## src/logic/fcc_defines.svh

```systemverilog
// Constants for the FEAC codeword controller: widths, counts, patterns.
// Assumes inclusion by the package and by every design file that needs them.
`ifndef FCC_DEFINES_SVH
`define FCC_DEFINES_SVH

`define FCC_CODE_W     6
`define FCC_CW_W       16
`define FCC_BIT_LAST   4'hf
`define FCC_BIT_FIRST  4'h0
`define FCC_CW_LAST    4'h9
`define FCC_CW_FIRST   4'h0
`define FCC_DET_PRE    2'h2
`define FCC_DET_SAT    2'h3
`define FCC_CNT_ONE    2'h1
`define FCC_MISS_PRE   2'h1
`define FCC_ONES_PRE   5'h0f
`define FCC_ONES_SAT   5'h10
`define FCC_ONES_TAIL  8'hff
`define FCC_FIFO_DEPTH 4

`endif

```

## src/logic/fcc_pkg.sv

```systemverilog
// Types shared by the FEAC codeword controller files.
// Assumes fcc_defines.svh sits in the include path.
`include "fcc_defines.svh"

package fcc_pkg;

    typedef logic [`FCC_CODE_W-1:0] fcc_code_t;

    typedef enum logic [1:0] {
        FCC_MODE_IDLE,
        FCC_MODE_SINGLE,
        FCC_MODE_DUAL,
        FCC_MODE_CONT
    } fcc_tx_mode_t;

    typedef struct packed {
        logic code_det;
        logic rx_idle;
        logic overflow;
        logic fifo_empty;
    } fcc_rx_stat_t;

endpackage : fcc_pkg

```

## src/logic/fcc_ctrl.sv

```systemverilog
// FEAC codeword controller: transmit code sequencer and receive detector.
// Assumes the framer offers one FEAC bit slot per strobe on CLK_I, and
// the processor ports are synchronous to CLK_I.
//
// Overview of operation
// - Code bit 1 arrives first, sits at bit 0.
// - Two transmit codes, first-sent bit at bit 0.
// - Idle mode sends continuous ones.
// - Single mode: code A ten times, then ones.
// - Dual mode: A ten times, B ten times.
// - Continuous mode repeats code A until changed.
// - Codeword: zero, six code bits, zero, ones.
// - Search for codeword at every bit position.
// - Three equal codewords set detect, push FIFO.
// - Two differing codewords or idle clear detect.
// - Sixteen consecutive ones declare receive idle.
// - Receive idle ends when detect sets.
// - FIFO holds four whole six-bit codes.
// - FIFO reports empty when it holds nothing.
// - Code arriving while full is dropped, overflow.
// - Reading an empty FIFO changes nothing.
// - Transmit and receive sides run independently.
`timescale 1ns/1ps
`include "fcc_defines.svh"

module fcc_ctrl (
    input  wire logic                 CLK_I,             // 40 MHz clock.
    input  wire logic                 RST_B_I,           // Async reset, active low.
    input  fcc_pkg::fcc_tx_mode_t     TX_MODE_I,         // Transmit mode.
    input  wire fcc_pkg::fcc_code_t   TX_CODE_FIRST_I,   // Code A.
    input  wire fcc_pkg::fcc_code_t   TX_CODE_SECOND_I,  // Code B.
    input  wire logic                 TX_BIT_EN_I,       // Transmit bit slot.
    output logic                      TX_FEAC_O,         // Outgoing FEAC bit.
    output logic                      TX_BUSY_O,         // Codewords in flight.
    input  wire logic                 RX_BIT_I,          // Incoming FEAC bit.
    input  wire logic                 RX_BIT_EN_I,       // Receive bit slot.
    input  wire logic                 RX_FIFO_RD_I,      // Pop one code.
    input  wire logic                 RX_OVF_CLR_I,      // Clear overflow.
    output fcc_pkg::fcc_code_t        RX_CODE_FIFO_OUT_O, // Popped code.
    output logic                      RX_CODE_VALID_O,   // Pulse: code fresh.
    output fcc_pkg::fcc_rx_stat_t     RX_STATUS_O        // Receive status.
);
    import fcc_pkg::*;

    ////////////////////////////////////////////////////////////////////////
    // Codeword helpers.

    // Build a codeword; index 15 goes out first.
    function automatic logic [`FCC_CW_W-1:0] cw_build(input fcc_code_t c);
        cw_build = {1'b0, c[0], c[1], c[2], c[3], c[4], c[5], 1'b0,
                    `FCC_ONES_TAIL};
    endfunction : cw_build

    // Recover the code from a window whose oldest bit is index 15.
    function automatic fcc_code_t cw_code(input logic [`FCC_CW_W-1:0] w);
        cw_code = {w[9], w[10], w[11], w[12], w[13], w[14]};
    endfunction : cw_code

    function automatic logic cw_match(input logic [`FCC_CW_W-1:0] w);
        cw_match = !w[15] && !w[8] && (w[7:0] == `FCC_ONES_TAIL);
    endfunction : cw_match

    ////////////////////////////////////////////////////////////////////////
    // Transmit sequencer.

    typedef enum logic [1:0] {TXS_IDLE, TXS_A, TXS_B, TXS_ONES} fcc_txs_t;

    fcc_txs_t     txs_reg;
    fcc_txs_t     txs_next;
    fcc_tx_mode_t mode_reg;
    logic [3:0]   bit_cnt_reg;
    logic [3:0]   bit_cnt_next;
    logic [3:0]   cw_cnt_reg;
    logic [3:0]   cw_cnt_next;
    logic         tx_bit_reg;
    logic         tx_bit_next;
    logic         busy_reg;

    // Code B only during its ten words.
    wire fcc_code_t tx_code = (txs_reg == TXS_B) ? TX_CODE_SECOND_I
                                                 : TX_CODE_FIRST_I;
    wire [`FCC_CW_W-1:0] tx_word = cw_build(tx_code);
    wire tx_sending  = (txs_reg == TXS_A) || (txs_reg == TXS_B);
    wire tx_word_end = TX_BIT_EN_I && tx_sending
                       && (bit_cnt_reg == `FCC_BIT_LAST);
    wire tx_last_cw  = (cw_cnt_reg == `FCC_CW_LAST);
    // A mode change restarts the sequence on the next cycle.
    wire mode_chg    = (TX_MODE_I != mode_reg);

    always_comb begin
        txs_next     = txs_reg;
        bit_cnt_next = bit_cnt_reg;
        cw_cnt_next  = cw_cnt_reg;
        tx_bit_next  = tx_bit_reg;
        if (mode_chg) begin
            txs_next     = (TX_MODE_I == FCC_MODE_IDLE) ? TXS_IDLE : TXS_A;
            bit_cnt_next = `FCC_BIT_FIRST;
            cw_cnt_next  = `FCC_CW_FIRST;
        end else if (TX_BIT_EN_I) begin
            tx_bit_next = 1'b1;
            if (tx_sending) begin
                tx_bit_next  = tx_word[4'(`FCC_BIT_LAST - bit_cnt_reg)];
                bit_cnt_next = 4'(bit_cnt_reg + 1'b1);
            end
            if (tx_word_end) begin
                cw_cnt_next = tx_last_cw ? `FCC_CW_FIRST
                                         : 4'(cw_cnt_reg + 1'b1);
                case (txs_reg)
                    TXS_A: begin
                        if (mode_reg == FCC_MODE_CONT) begin
                            cw_cnt_next = `FCC_CW_FIRST;
                        end else if (tx_last_cw) begin
                            txs_next = (mode_reg == FCC_MODE_DUAL) ? TXS_B
                                                                   : TXS_ONES;
                        end
                    end
                    TXS_B: begin
                        if (tx_last_cw) begin
                            txs_next = TXS_ONES;
                        end
                    end
                    default: begin
                        txs_next = txs_reg;
                    end
                endcase
            end
        end
    end

    always_ff @(posedge CLK_I or negedge RST_B_I) begin
        if (!RST_B_I) begin
            txs_reg     <= TXS_IDLE;
            mode_reg    <= FCC_MODE_IDLE;
            bit_cnt_reg <= `FCC_BIT_FIRST;
            cw_cnt_reg  <= `FCC_CW_FIRST;
            tx_bit_reg  <= 1'b1;
            busy_reg    <= 1'b0;
        end else begin
            txs_reg     <= txs_next;
            mode_reg    <= TX_MODE_I;
            bit_cnt_reg <= bit_cnt_next;
            cw_cnt_reg  <= cw_cnt_next;
            tx_bit_reg  <= tx_bit_next;
            busy_reg    <= (txs_next == TXS_A) || (txs_next == TXS_B);
        end
    end

    assign TX_FEAC_O = tx_bit_reg;
    assign TX_BUSY_O = busy_reg;

    ////////////////////////////////////////////////////////////////////////
    // Receive detector. It shares nothing with the transmit side.

    logic [`FCC_CW_W-1:0] rx_sr_reg;
    logic [4:0]           ones_reg;
    fcc_code_t            cand_reg;
    logic [1:0]           cand_cnt_reg;
    logic [1:0]           miss_reg;
    fcc_code_t            cur_reg;
    logic                 det_reg;
    logic                 idle_reg;
    logic                 ovf_reg;

    wire [`FCC_CW_W-1:0] rx_sr_next = {rx_sr_reg[`FCC_CW_W-2:0], RX_BIT_I};
    // Every bit position is a candidate boundary.
    wire       rx_hit   = RX_BIT_EN_I && cw_match(rx_sr_next);
    wire fcc_code_t rx_code = cw_code(rx_sr_next);
    wire       same     = (rx_code == cand_reg);
    wire       idle_hit = RX_BIT_EN_I && RX_BIT_I
                          && (ones_reg == `FCC_ONES_PRE);
    // The third equal codeword in a row sets detect.
    wire       det_set  = rx_hit && same && (cand_cnt_reg == `FCC_DET_PRE)
                          && !(det_reg && (rx_code == cur_reg));
    wire       differ   = rx_hit && det_reg && (rx_code != cur_reg);
    wire       det_clr  = (differ && (miss_reg == `FCC_MISS_PRE))
                          || idle_hit;
    wire       fifo_rdy;
    wire       fifo_has;
    wire       ovf_set  = det_set && !fifo_rdy;

    always_ff @(posedge CLK_I or negedge RST_B_I) begin
        if (!RST_B_I) begin
            rx_sr_reg    <= '0;
            ones_reg     <= '0;
            cand_reg     <= '0;
            cand_cnt_reg <= '0;
            miss_reg     <= '0;
            cur_reg      <= '0;
            det_reg      <= 1'b0;
            idle_reg     <= 1'b0;
            ovf_reg      <= 1'b0;
        end else begin
            if (RX_BIT_EN_I) begin
                rx_sr_reg <= rx_sr_next;
                ones_reg  <= !RX_BIT_I ? 5'h00 :
                             (ones_reg == `FCC_ONES_SAT) ? ones_reg :
                             5'(ones_reg + 1'b1);
            end
            if (idle_hit) begin
                cand_cnt_reg <= '0;
            end else if (rx_hit) begin
                cand_reg     <= rx_code;
                cand_cnt_reg <= !same ? `FCC_CNT_ONE :
                                (cand_cnt_reg == `FCC_DET_SAT) ? cand_cnt_reg :
                                2'(cand_cnt_reg + 1'b1);
            end
            if (rx_hit) begin
                miss_reg <= differ ? 2'(miss_reg + 1'b1) : 2'h0;
            end
            if (det_set) begin
                cur_reg <= rx_code;
            end
            // For detect and overflow, setting beats clearing in the same cycle.
            det_reg  <= det_set | (det_reg & ~det_clr);
            idle_reg <= ~det_set & (idle_hit | idle_reg);
            ovf_reg  <= ovf_set | (ovf_reg & ~RX_OVF_CLR_I);
        end
    end

    ////////////////////////////////////////////////////////////////////////
    // Receive code FIFO.

    fcc_fifo #(
        .WIDTH (`FCC_CODE_W),
        .DEPTH (`FCC_FIFO_DEPTH)
    ) u_rx_fifo (
        .clk_i       (CLK_I),
        .rst_b_i     (RST_B_I),
        .in_valid_i  (det_set),
        .in_ready_o  (fifo_rdy),
        .in_data_i   (rx_code),
        .out_valid_o (fifo_has),
        .out_ready_i (RX_FIFO_RD_I),
        .out_data_o  (RX_CODE_FIFO_OUT_O),
        .out_strb_o  (RX_CODE_VALID_O)
    );

    assign RX_STATUS_O = '{code_det:   det_reg,
                           rx_idle:    idle_reg,
                           overflow:   ovf_reg,
                           fifo_empty: !fifo_has};
endmodule : fcc_ctrl

```

## src/logic/fcc_fifo.sv

```systemverilog
// Small code FIFO with a registered read port.
// Assumes one clock; pops are requests that the FIFO ignores while empty.
`timescale 1ns/1ps
`include "fcc_defines.svh"

module fcc_fifo #(
    parameter int WIDTH = `FCC_CODE_W,
    parameter int DEPTH = `FCC_FIFO_DEPTH
) (
    input  wire logic             clk_i,       // Clock.
    input  wire logic             rst_b_i,     // Asynchronous reset, active low.
    input  wire logic             in_valid_i,  // Write request.
    output logic                  in_ready_o,  // Room for one word.
    input  wire logic [WIDTH-1:0] in_data_i,   // Write data.
    output logic                  out_valid_o, // At least one word stored.
    input  wire logic             out_ready_i, // Pop request.
    output logic [WIDTH-1:0]      out_data_o,  // Last popped word.
    output logic                  out_strb_o   // Pulse: out_data_o fresh.
);
    localparam int PW = $clog2(DEPTH);
    localparam int CW = $clog2(DEPTH + 1);

    logic [WIDTH-1:0] mem_reg [DEPTH];
    logic [PW-1:0]    wr_ptr_reg;
    logic [PW-1:0]    rd_ptr_reg;
    logic [CW-1:0]    count_reg;
    logic [CW-1:0]    count_next;
    logic [WIDTH-1:0] data_reg;
    logic             strb_reg;
    logic             full_reg;
    logic             empty_reg;
    wire              do_wr = in_valid_i & ~full_reg;
    wire              do_rd = out_ready_i & ~empty_reg;

    assign count_next  = count_reg + CW'(do_wr) - CW'(do_rd);
    assign in_ready_o  = ~full_reg;
    assign out_valid_o = ~empty_reg;
    assign out_data_o  = data_reg;
    assign out_strb_o  = strb_reg;

    // Storage has no reset so it maps onto plain memory cells.
    always_ff @(posedge clk_i) begin
        if (do_wr) begin
            mem_reg[wr_ptr_reg] <= in_data_i;
        end
    end

    always_ff @(posedge clk_i or negedge rst_b_i) begin
        if (!rst_b_i) begin
            wr_ptr_reg <= '0;
            rd_ptr_reg <= '0;
            count_reg  <= '0;
            full_reg   <= 1'b0;
            empty_reg  <= 1'b1;
            data_reg   <= '0;
            strb_reg   <= 1'b0;
        end else begin
            wr_ptr_reg <= do_wr ? PW'(wr_ptr_reg + 1'b1) : wr_ptr_reg;
            rd_ptr_reg <= do_rd ? PW'(rd_ptr_reg + 1'b1) : rd_ptr_reg;
            count_reg  <= count_next;
            full_reg   <= (count_next == CW'(DEPTH));
            empty_reg  <= (count_next == '0);
            data_reg   <= do_rd ? mem_reg[rd_ptr_reg] : data_reg;
            strb_reg   <= do_rd;
        end
    end
endmodule : fcc_fifo

```

## config.mk

```make
export PLATFORM = sky130hd
export DESIGN_NAME = fcc_ctrl
export DESIGN_NICKNAME = d
export VERILOG_FILES = /design/src/logic/fcc_pkg.sv /design/src/logic/fcc_ctrl.sv /design/src/logic/fcc_fifo.sv
export VERILOG_INCLUDE_DIRS = /design/src /design/src/logic
export SDC_FILE = /design/constraint.sdc
export NUM_CORES = 1
export LEC_CHECK = 0
export ABC_AREA = 1
export BUFFER_PORTS_ARGS = -buffer_cell sky130_fd_sc_hd__buf_2
export CORE_MARGIN = 5
export CORE_UTILIZATION = 30
export CTS_BUF_LIST = sky130_fd_sc_hd__clkbuf_16
export DETAILED_ROUTE_END_ITERATION = 8
export SLEW_MARGIN = 20
export SYNTH_ARGS = -nofsm -noshare
export SYNTH_HDL_FRONTEND = slang
export SYNTH_HIERARCHICAL = 1
export SYNTH_SLANG_ARGS = --single-unit
```

## constraint.sdc

```tcl
create_clock -name CLK_I -period 3.7 [get_ports CLK_I]
set_input_delay 0 -clock CLK_I [delete_from_list [all_inputs] [get_ports CLK_I]]
set_output_delay 0 -clock CLK_I [all_outputs]
set_load 0.005 [all_outputs]
```

**Word level (Yosys, flattened, before mapping)**

Memories as Yosys holds them, arrays and structs flattened. A register that Yosys moved wholly into a read port is not among the register bits.
Cells that the tools add are included.

- Bitwise gates (word level): 15
- Multiplexer cells: 31
- Reduce and logical (&&, ||, !) cells: 34
- Equal/unequal tests: 21
- Order comparisons: 1
- Add/subtract/negate cells: 10

Operator list:

| cell | count |
|---|---|
| 4-bit 2-to-1 mux | 9 |
| 2-bit 2-to-1 mux | 11 |
| 1-bit logical AND | 15 |
| 2-bit equality test (second input constant) | 6 |
| 6-bit equality test | 2 |
| 2-bit AND reduction | 6 |
| 5-bit 2-to-1 mux | 2 |
| 2-bit by 1-bit adder with 2-bit output (second input constant) | 4 |
| 4-bit by 1-bit adder with 4-bit output (second input constant) | 2 |
| 4-bit equality test (second input constant) | 2 |
| 8-bit equality test (second input constant) | 1 |
| 2-bit nonzero test | 4 |
| 1-bit inverter | 7 |
| 2-bit by 1-bit equality test with 1-bit output (second input constant) | 3 |
| 1-bit 2-to-1 mux | 6 |
| 6-bit 2-to-1 mux | 1 |
| 6-bit inequality test | 1 |
| 5-bit by 1-bit adder with 5-bit output (second input constant) | 1 |
| 1-bit AND | 5 |
| 5-bit by 4-bit equality test with 1-bit output (second input constant) | 1 |
| 5-bit equality test (second input constant) | 1 |
| 4-bit by 5-bit less-than comparator with 1-bit output (second input constant) | 1 |
| 1-bit binary-select mux with 4-bit select | 1 |
| 1-bit zero test | 4 |
| 12 further kinds | 16 |

- Input bits: 21
- Memory bits (writable): 24
- Logic and storage cells: 134
- Register bits: 63
- Output and inout port bits: 13
- Memories: 1

Memories:

| memory | words | width | read ports | clocked after memory_dff | write ports | RTL line | RTL |
|---|---|---|---|---|---|---|---|
| u_rx_fifo.mem_reg | 4 | 6 | 1 | 1 | 1 | fcc_fifo.sv:23 | `logic [WIDTH-1:0] mem_reg [DEPTH];` |

**Depth between registers and ports, before layout**

Gate-level depths: netlist of run 1.

- Word-level depth: 11
- Mapped depth: 18

**Hierarchy**

Netlist of run 1, hierarchy kept.

By module, submodules not included:

| module | times used | cells an instance | area each (um^2) |
|---|---|---|---|
| fcc_ctrl | 1 | 389 | 2970.3 |
| fcc_fifo | 1 | 172 | 1740.4 |

**Least setup slack after synthesis of run 1**

No wires, ideal clock.

- Path kind: register -> register
- Start: register rx_sr_reg[8]
- End: register u_rx_fifo.full_reg
- Buffers on the path: 0
- Setup slack: 0.918 ns
- Cell stages (with the launch flop): 15
- Setup time: 0.077 ns
- Data arrival time: 2.704 ns
- Cell sequence: dfrtp_1 > or2_1 > a21oi_2 > nand3_2 > nand2_4 > inv_2 > nand2_1 > ha_1 > inv_1 > ha_1 > inv_1 > fa_1 > inv_1 > or2_2 > a21oi_1

- Word-level cells in the longest chain between the ends: 8
- Elaborated cells on any way between the ends: 11
- Those cells by class: add/sub (2); eq/ne (3); bitwise (1); reduce/logical (5)

Ends and longest elaborated chain:

| item | RTL line | RTL |
|---|---|---|
| from (decl) | fcc_ctrl.sv:154 | `` logic [`FCC_CW_W-1:0] rx_sr_reg; `` |
| from (signal assigned) | fcc_ctrl.sv:194 | `rx_sr_reg <= rx_sr_next;` |
| 6-bit equality test (on tied branches) | fcc_ctrl.sv:168, fcc_ctrl.sv:173 |  |
| 1-bit logical AND (on tied branches) | fcc_ctrl.sv:172, fcc_ctrl.sv:173 |  |
| 1-bit logical AND or 1-bit zero test (tied branches) | fcc_ctrl.sv:172, fcc_ctrl.sv:173 |  |
| 1-bit logical AND (*) | fcc_ctrl.sv:172 | `` wire det_set = rx_hit && same && (cand_cnt_reg == `FCC_DET_PRE) `` |
| net det_set | fcc_ctrl.sv:172 |  |
| 1-bit AND (*) | fcc_fifo.sv:32 | `wire do_wr = in_valid_i & ~full_reg;` |
| 3-bit by 1-bit adder with 3-bit output (*) | fcc_fifo.sv:35 | `assign count_next = count_reg + CW'(do_wr) - CW'(do_rd);` |
| 3-bit by 1-bit subtractor with 3-bit output (*) | fcc_fifo.sv:35 |  |
| net u_rx_fifo.count_next[1] | fcc_fifo.sv:27 | `logic [CW-1:0] count_next;` |
| 3-bit equality test (*) | fcc_fifo.sv:61 | `full_reg <= (count_next == CW'(DEPTH));` |
| to (signal assigned) | fcc_fifo.sv:61 |  |
| to (decl) | fcc_fifo.sv:30 | `logic full_reg;` |

Mark *: on every way through the listed nets, which the timed path passes. The rest lies on a longest branch.
A chain may end at the register's enable or synchronous reset.

**Final worst setup path of run 1**

Ends and elaborated chain as after synthesis.

==> results of run 1 <==
-- critical path: stages, from the launching register on --
cell,delay (ns)
dfrtp_1,0.54
inv_1,0.10
nand2_1,0.07
nand2_1,0.08
nor2_4,0.13
nand3_4,0.12
nor2_8,0.15
nand2_4,0.12
inv_2,0.06
nand2_1,0.16
ha_1,0.33
inv_1,0.06
ha_1,0.13
inv_1,0.05
fa_1,0.47
inv_1,0.04
or2_2,0.28
a21oi_1,0.11
-- synth_stat cells (2+ instances only) --
library cell    n  share of area [%]
inv_2           7               0.56
nand2_2         2               0.27
inv_1          97                7.7
nor3_1          7               0.74
nor2_2          2               0.27
clkbuf_1        3               0.24
o21ai_1         5               0.53
nand3_1        39                4.1
buf_2           3               0.32
nand3_2         2               0.42
nand2_1       165                 13
nor2_1         43                3.4
buf_4           5               0.80
edfxtp_1       24                 15
nand4_1         5               0.66
nor2_4          4               0.96
o21ai_0        23                2.4
dfrtp_1        67                 36
o22ai_1         2               0.27
xnor2_1         4               0.74
ha_1           16                4.2
dfstp_2         2                1.1
a21oi_1        13                1.4
xor2_1          4               0.74
-- routing by layer --
layer | up-vias | global-route usage [%] | share of wire (%)
met5 | - | 0 | 0
met4 | 0 | 5.263 | 2.3
met3 | 11 | 2.155 | 2.9
met2 | 35 | 17.37 | 47
met1 | 1532 | 12.90 | 47
li1 | 1820 | - | -
-- per-stage QoR --
step | setup WS [ns] | util (%)
2_1_floorplan | 0.9184 | -
3_3_place_gp | 0.7261 | 33.14
3_5_place_dp | 0.6258 | 33.14
4_1_cts | 0.6137 | 35.37
5_1_grt | 0.3071 | 35.37
6_report | 0.6274 | 35.37
-- what timing repair did --
action	in CTS	in global routing
buffers inserted	0	0
hold buffers	6	0
hold endpoints to repair	72	0
resized for setup	0	0
-- cells by family after synthesis --
logic type / count (synthesis)
fa+ha+maj: 17
flops: 93
xor+xnor: 8
compound gates: 49
simple gates: 278
buf+inv: 116
-- where the power goes --
group / internal [W] / switching (W) / total [W]
Combinational: 0.000107 / 0.000168 / 0.000275
Sequential: 0.00113 / 0.0000782 / 0.00121
Clock: 0.000464 / 0.000410 / 0.000874
Total: 0.00170 / 0.000656 / 0.00236
-- path summary, 6_finish.rpt --
kind | slack, ns | endpoint
setup / recovery | 0.63 | u_rx_fifo/full_reg
hold / removal | 0.03 | u_rx_fifo/out_data_o[5]
setup reg to reg | 0.63 | u_rx_fifo/full_reg
hold reg to reg | 0.47 | u_rx_fifo/out_data_o[1]
max in group asynchronous | 2.81 | u_rx_fifo/count_reg[1]
min in group asynchronous | 0.32 | TX_BUSY_O
-- cell type report --
cell class	count	area, sq um	share of cell area, %
clock buffer	9	225.2	4.158
sequential	93	2450	45.23
multi-input combinational	352	1795	33.15
clock inverter	7	56.30	1.040
timing repair buffer	40	235.2	4.343
inverter	104	390.4	7.207
tap	211	264.0	4.874
==> impl_metrics.ini, run 1 <==
[die]
fp.dieArea_sq_um = 18310
fp-row-count = 45
die_w_um = 135.3
start_util_pct = 30.76
pin_count = 34
core_sq_um = 15310
die_h_um = 135.3

[route]
drt-pass1-iter-count = 4
wl_um = 8620
viasPerCell = 4.164
drtAntennaViolNets = 0
num_vias = 3398
drtIter0Drc = 171
drc = 0
wl_per_cell_um = 10.56

[layout]
diodes = 0
final_common_cell = nand2_1
final_cells = 816
layout_common_cells = 165 x nand2_1, 98 x inv_1, 67 x dfrtp_1
largest_reg_flops = 24
final_area_sq_um = 5416
num-nets-final = 638
area_delta_synth_final_pct = 14.98
fill_cells = 1639
layout-drive-gt1-share_pct = 12.73

[synth]
synth_nets = 599
synthFlopType = dfrtp_1
ys_seq_area_share_pct = 52.01
synth_top_family_by_area = simple AND/OR/NAND/NOR gates
synth_xor_xnor_area_share_pct = 1.487
synth_compound_area_share_pct = 5.710
syn_avg_cell_area_sq_um = 8.397
synth-edff-count = 24
muxShareOfSynthArea_pct = 0
synth_cells = 561
yosysWarnings = 6
yosys.area_share.adder_pct = 4.675
ys_ff_latch = 93
ys_types = 41
yosys.area_share.simple_pct = 26.24
synth-async-reset-ratio_pct = 74.19
synth_area_sq_um = 4711

[outcome]
status = complete, no violations

[sta]
grt_setup_unrepaired = false
skew_ns = 0.008890
setup_violations = 0
fmax_mhz = 325.5
period_needed_ns = 3.073
fin_hold_ws_ns = 0.03407
finalMaxSlewViolations = 0
tns_ns = 0
worst_pin_slew_ns = 0.8893
fin_crit_sh_pct = 83.04
slew_headroom_pct = 40.72
hold_viol_final = 0

[worst_setup_path]
cp-end-kind = flip-flop
worstPathArrival_ns = 3.35
crit_start = rx_sr_reg[8]
worstPathRequired_ns = 3.97
critPathMaxFanout = 11
crit_path_start_kind = flip-flop
r2r_cells = 17
path_class = reg -> reg
worst_r2r_startpoint = rx_sr_reg[8]

[worst_hold_path]
hp-class = in -> reg
hold_path_depth = 4
min_from = RX_FIFO_RD_I

[placed_design]
gp_congestion = 0.7804
portBuffers = 33
place_hpwl_um = 6175
placed_area_sq_um = 5075
placedCellCount = 794

[global_routing]
grt_pass1_vias = 3430
grt_antenna_before_repair = 0
grt_pass1_wl_um = 15420
track_usage_pct = 10.46
grt_overflow = 0
grt_max_degree = 70

[clock_tree]
cts-buffers-inserted = 9
clk_pin_slew_ns = 0.07
root_buffer = clkbuf_16
tritoncts = done
clockBufferDepth = 2
clkLatencyLatePin_ns = 0.35
htree_num_levels = 3
clock_sinks = 93

[power_and_ir_drop]
ir_drop_mv = 0.2140
leakagePower_nw = 2.755
powerDensity_nw_per_um2 = 435.1
total_power_w = 0.002357

[run]
cap_violations = 0
Note: power is estimated with default switching activity, not from simulation.
==> inputs of run 2 (changes only) <==
clock period = 2.74 ns   (was 3.7 ns; I/O delays follow)
==> run 2 against run 1 <==
  * Clock skew is essentially flat
  * Final area is 3.5% higher
  * Non-clock buffer count increased by 19
  * Die area did not move
  * Global-route usage rose by 0.41 points
  * Critical path depth is 1 lower
  * Clock-buffer cell count is the same
  * Combinational power rose by 65%
  * Power increased by 37%
  * Fmax increased by 19%
  * Sequential cell count stayed put
  * Critical path type unchanged
  * Largest cell class unchanged
  * Largest power group unchanged
  * Highest routed layer unchanged
==> impl_metrics.ini, run 2 (synthesized netlist as in run 1, its figures left out) <==
[outcome]
status = complete, no violations

[power_and_ir_drop]
pwr-share-seq_pct = 50.1
ir_drop_mv = 0.2875
leakagePower_nw = 2.835
p_int_w = 0.002329
total_power_w = 0.003223
p_switching_w = 0.0008939
powerDensity_nw_per_um2 = 575.2
p_comb_share_pct = 14.0
clkPwrFrac_pct = 35.8
switching_share_pct = 27.73

[layout]
final_common_cell = nand2_1
post-route-util_pct = 36.59
layout_common_cells = 161 x nand2_1, 98 x inv_1, 62 x dfrtp_1
largest_reg_flops = 24
num-nets-final = 657
diodes = 0
layout-drive-gt1-share_pct = 17.63
area_delta_synth_final_pct = 18.96

[clock_tree]
cts-buffers-inserted = 9
htree_num_levels = 3
root_buffer = clkbuf_16
tritoncts = done
clockBufferDepth = 2
clk_pin_slew_ns = 0.07
clkLatencyLatePin_ns = 0.34
clock_sinks = 93

[worst_hold_path]
hp-class = in -> reg

[worst_setup_path]
worstPathArrival_ns = 2.85
crit_path_start_kind = flip-flop
worstPathRequired_ns = 3.01
critPathMaxFanout = 7
path_class = reg -> reg
cp-end-kind = flip-flop

[sta]
fin_crit_sh_pct = 94.14
slew_headroom_pct = 40.94
setup_violations = 0
fmax_mhz = 387.7
skew_ns = 0.009069
finalMaxSlewViolations = 0
period_needed_ns = 2.579
hold_viol_final = 0
worst_pin_slew_ns = 0.8859

[route]
wl_per_cell_um = 10.86
num_vias = 3522
drc = 0
drtAntennaViolNets = 0
viasPerCell = 4.218
drt-pass1-iter-count = 4
wl_um = 9072
drtIter0Drc = 149

[global_routing]
grt_pass1_wl_um = 16000
grt_antenna_before_repair = 0
grt_pass1_vias = 3515
grt_max_degree = 70
grt_overflow = 0
track_usage_pct = 10.87

[die]
pin_count = 34
core_sq_um = 15310
start_util_pct = 30.76
die_w_um = 135.3
fp-row-count = 45
die_h_um = 135.3
fp.dieArea_sq_um = 18310

[placed_design]
place_hpwl_um = 6489
portBuffers = 33
gp_congestion = 0.7911

[run]
cap_violations = 0
-- run 2: cell types whose count changed in the layout (fill, tap and decap cells not counted), moves of 2 or more --
cell	previous run	this run
clkinv_4	3	1
buf_4	2	21
nor2_1	43	40
nor2_2	2	5
dfrtp_1	67	62
dfrtp_2	0	5
nand2_1	165	161
clkinvlp_4	0	2
nand2_2	2	6
-- run 2: repair_timing --
item / in CTS / in global routing
endpoints found under the setup margin: 0 / 2
hold endpoints to repair: 72 / 0
hold buffers: 6 / 0
setup buffers: 0 / 4
resized for setup: 0 / 15
-- run 2: final cells by class --
cell class / instances / area (sq um)
fill: 1602 / 9711
sequential: 93 / 2456
multi-input combinational: 352 / 1841
inverter: 104 / 390.4
timing repair buffer: 59 / 377.9
tap: 211 / 264.0
clock buffer: 9 / 225.2
clock inverter: 7 / 50.05
-- run 2: worst max-delay path: stages (launching register included) --
cell and delay [ns]:
dfrtp_2 0.46, nand2_1 0.11, nand2_2 0.07, nor2_4 0.15, nand3_4 0.12, nor2_8 0.13, nand2_4 0.06, inv_2 0.04
nand2_2 0.07, ha_4 0.24, inv_1 0.05, ha_1 0.12, inv_1 0.05, fa_1 0.47, inv_1 0.05, or2_4 0.23
a21oi_2 0.10
-- run 2: power by group through the flow --
stage                     sequential (W)  combinational (W)  clock [W]
after global routing             0.00163           0.000529    0.00125
after global placement           0.00164           0.000424          0
after CTS                        0.00161           0.000435    0.00120
final                            0.00162           0.000453    0.00116
after detailed placement         0.00164           0.000425          0
after floorplan                  0.00163           0.000283          0
-- run 2: per-layer routing --
layer	vias up	wire length, um	GRT usage, %
li1	1849	-	-
met3	6	277	3.195
met5	-	0	0
met1	1638	4378	13.48
met4	0	99	3.695
met2	29	4317	18.11
-- run 2: final timing paths --
path                                         start                 endpoint  slack (ns)  cells after the start
setup / recovery                     rx_sr_reg[10]       u_rx_fifo/full_reg        0.16                     16
hold reg to reg            u_rx_fifo/out_data_o[0]  u_rx_fifo/out_data_o[0]        0.47                      2
min in group asynchronous                  RST_B_I              ones_reg[3]        0.32                      2
hold / removal                         RX_BIT_EN_I             rx_sr_reg[0]        0.02                      3
setup reg to reg                     rx_sr_reg[10]       u_rx_fifo/full_reg        0.16                     16
max in group asynchronous                  RST_B_I            rx_sr_reg[12]        1.80                      2
-- run 2: stage by stage --
step,instance area (sq um),instances,setup TNS (ns),setup WS [ns],hold WS (ns)
2_1_floorplan,4713,561,0,0.02518,-0.2956
3_3_place_gp,5190,809,0,0.1161,0.1385
3_5_place_dp,5190,809,0,0.04645,0.1407
4_1_cts,5525,831,0,0.01588,0.01545
5_1_grt,5604,835,-0.001665,-0.001665,0.05602
6_report,5604,835,0,0.1606,0.02044
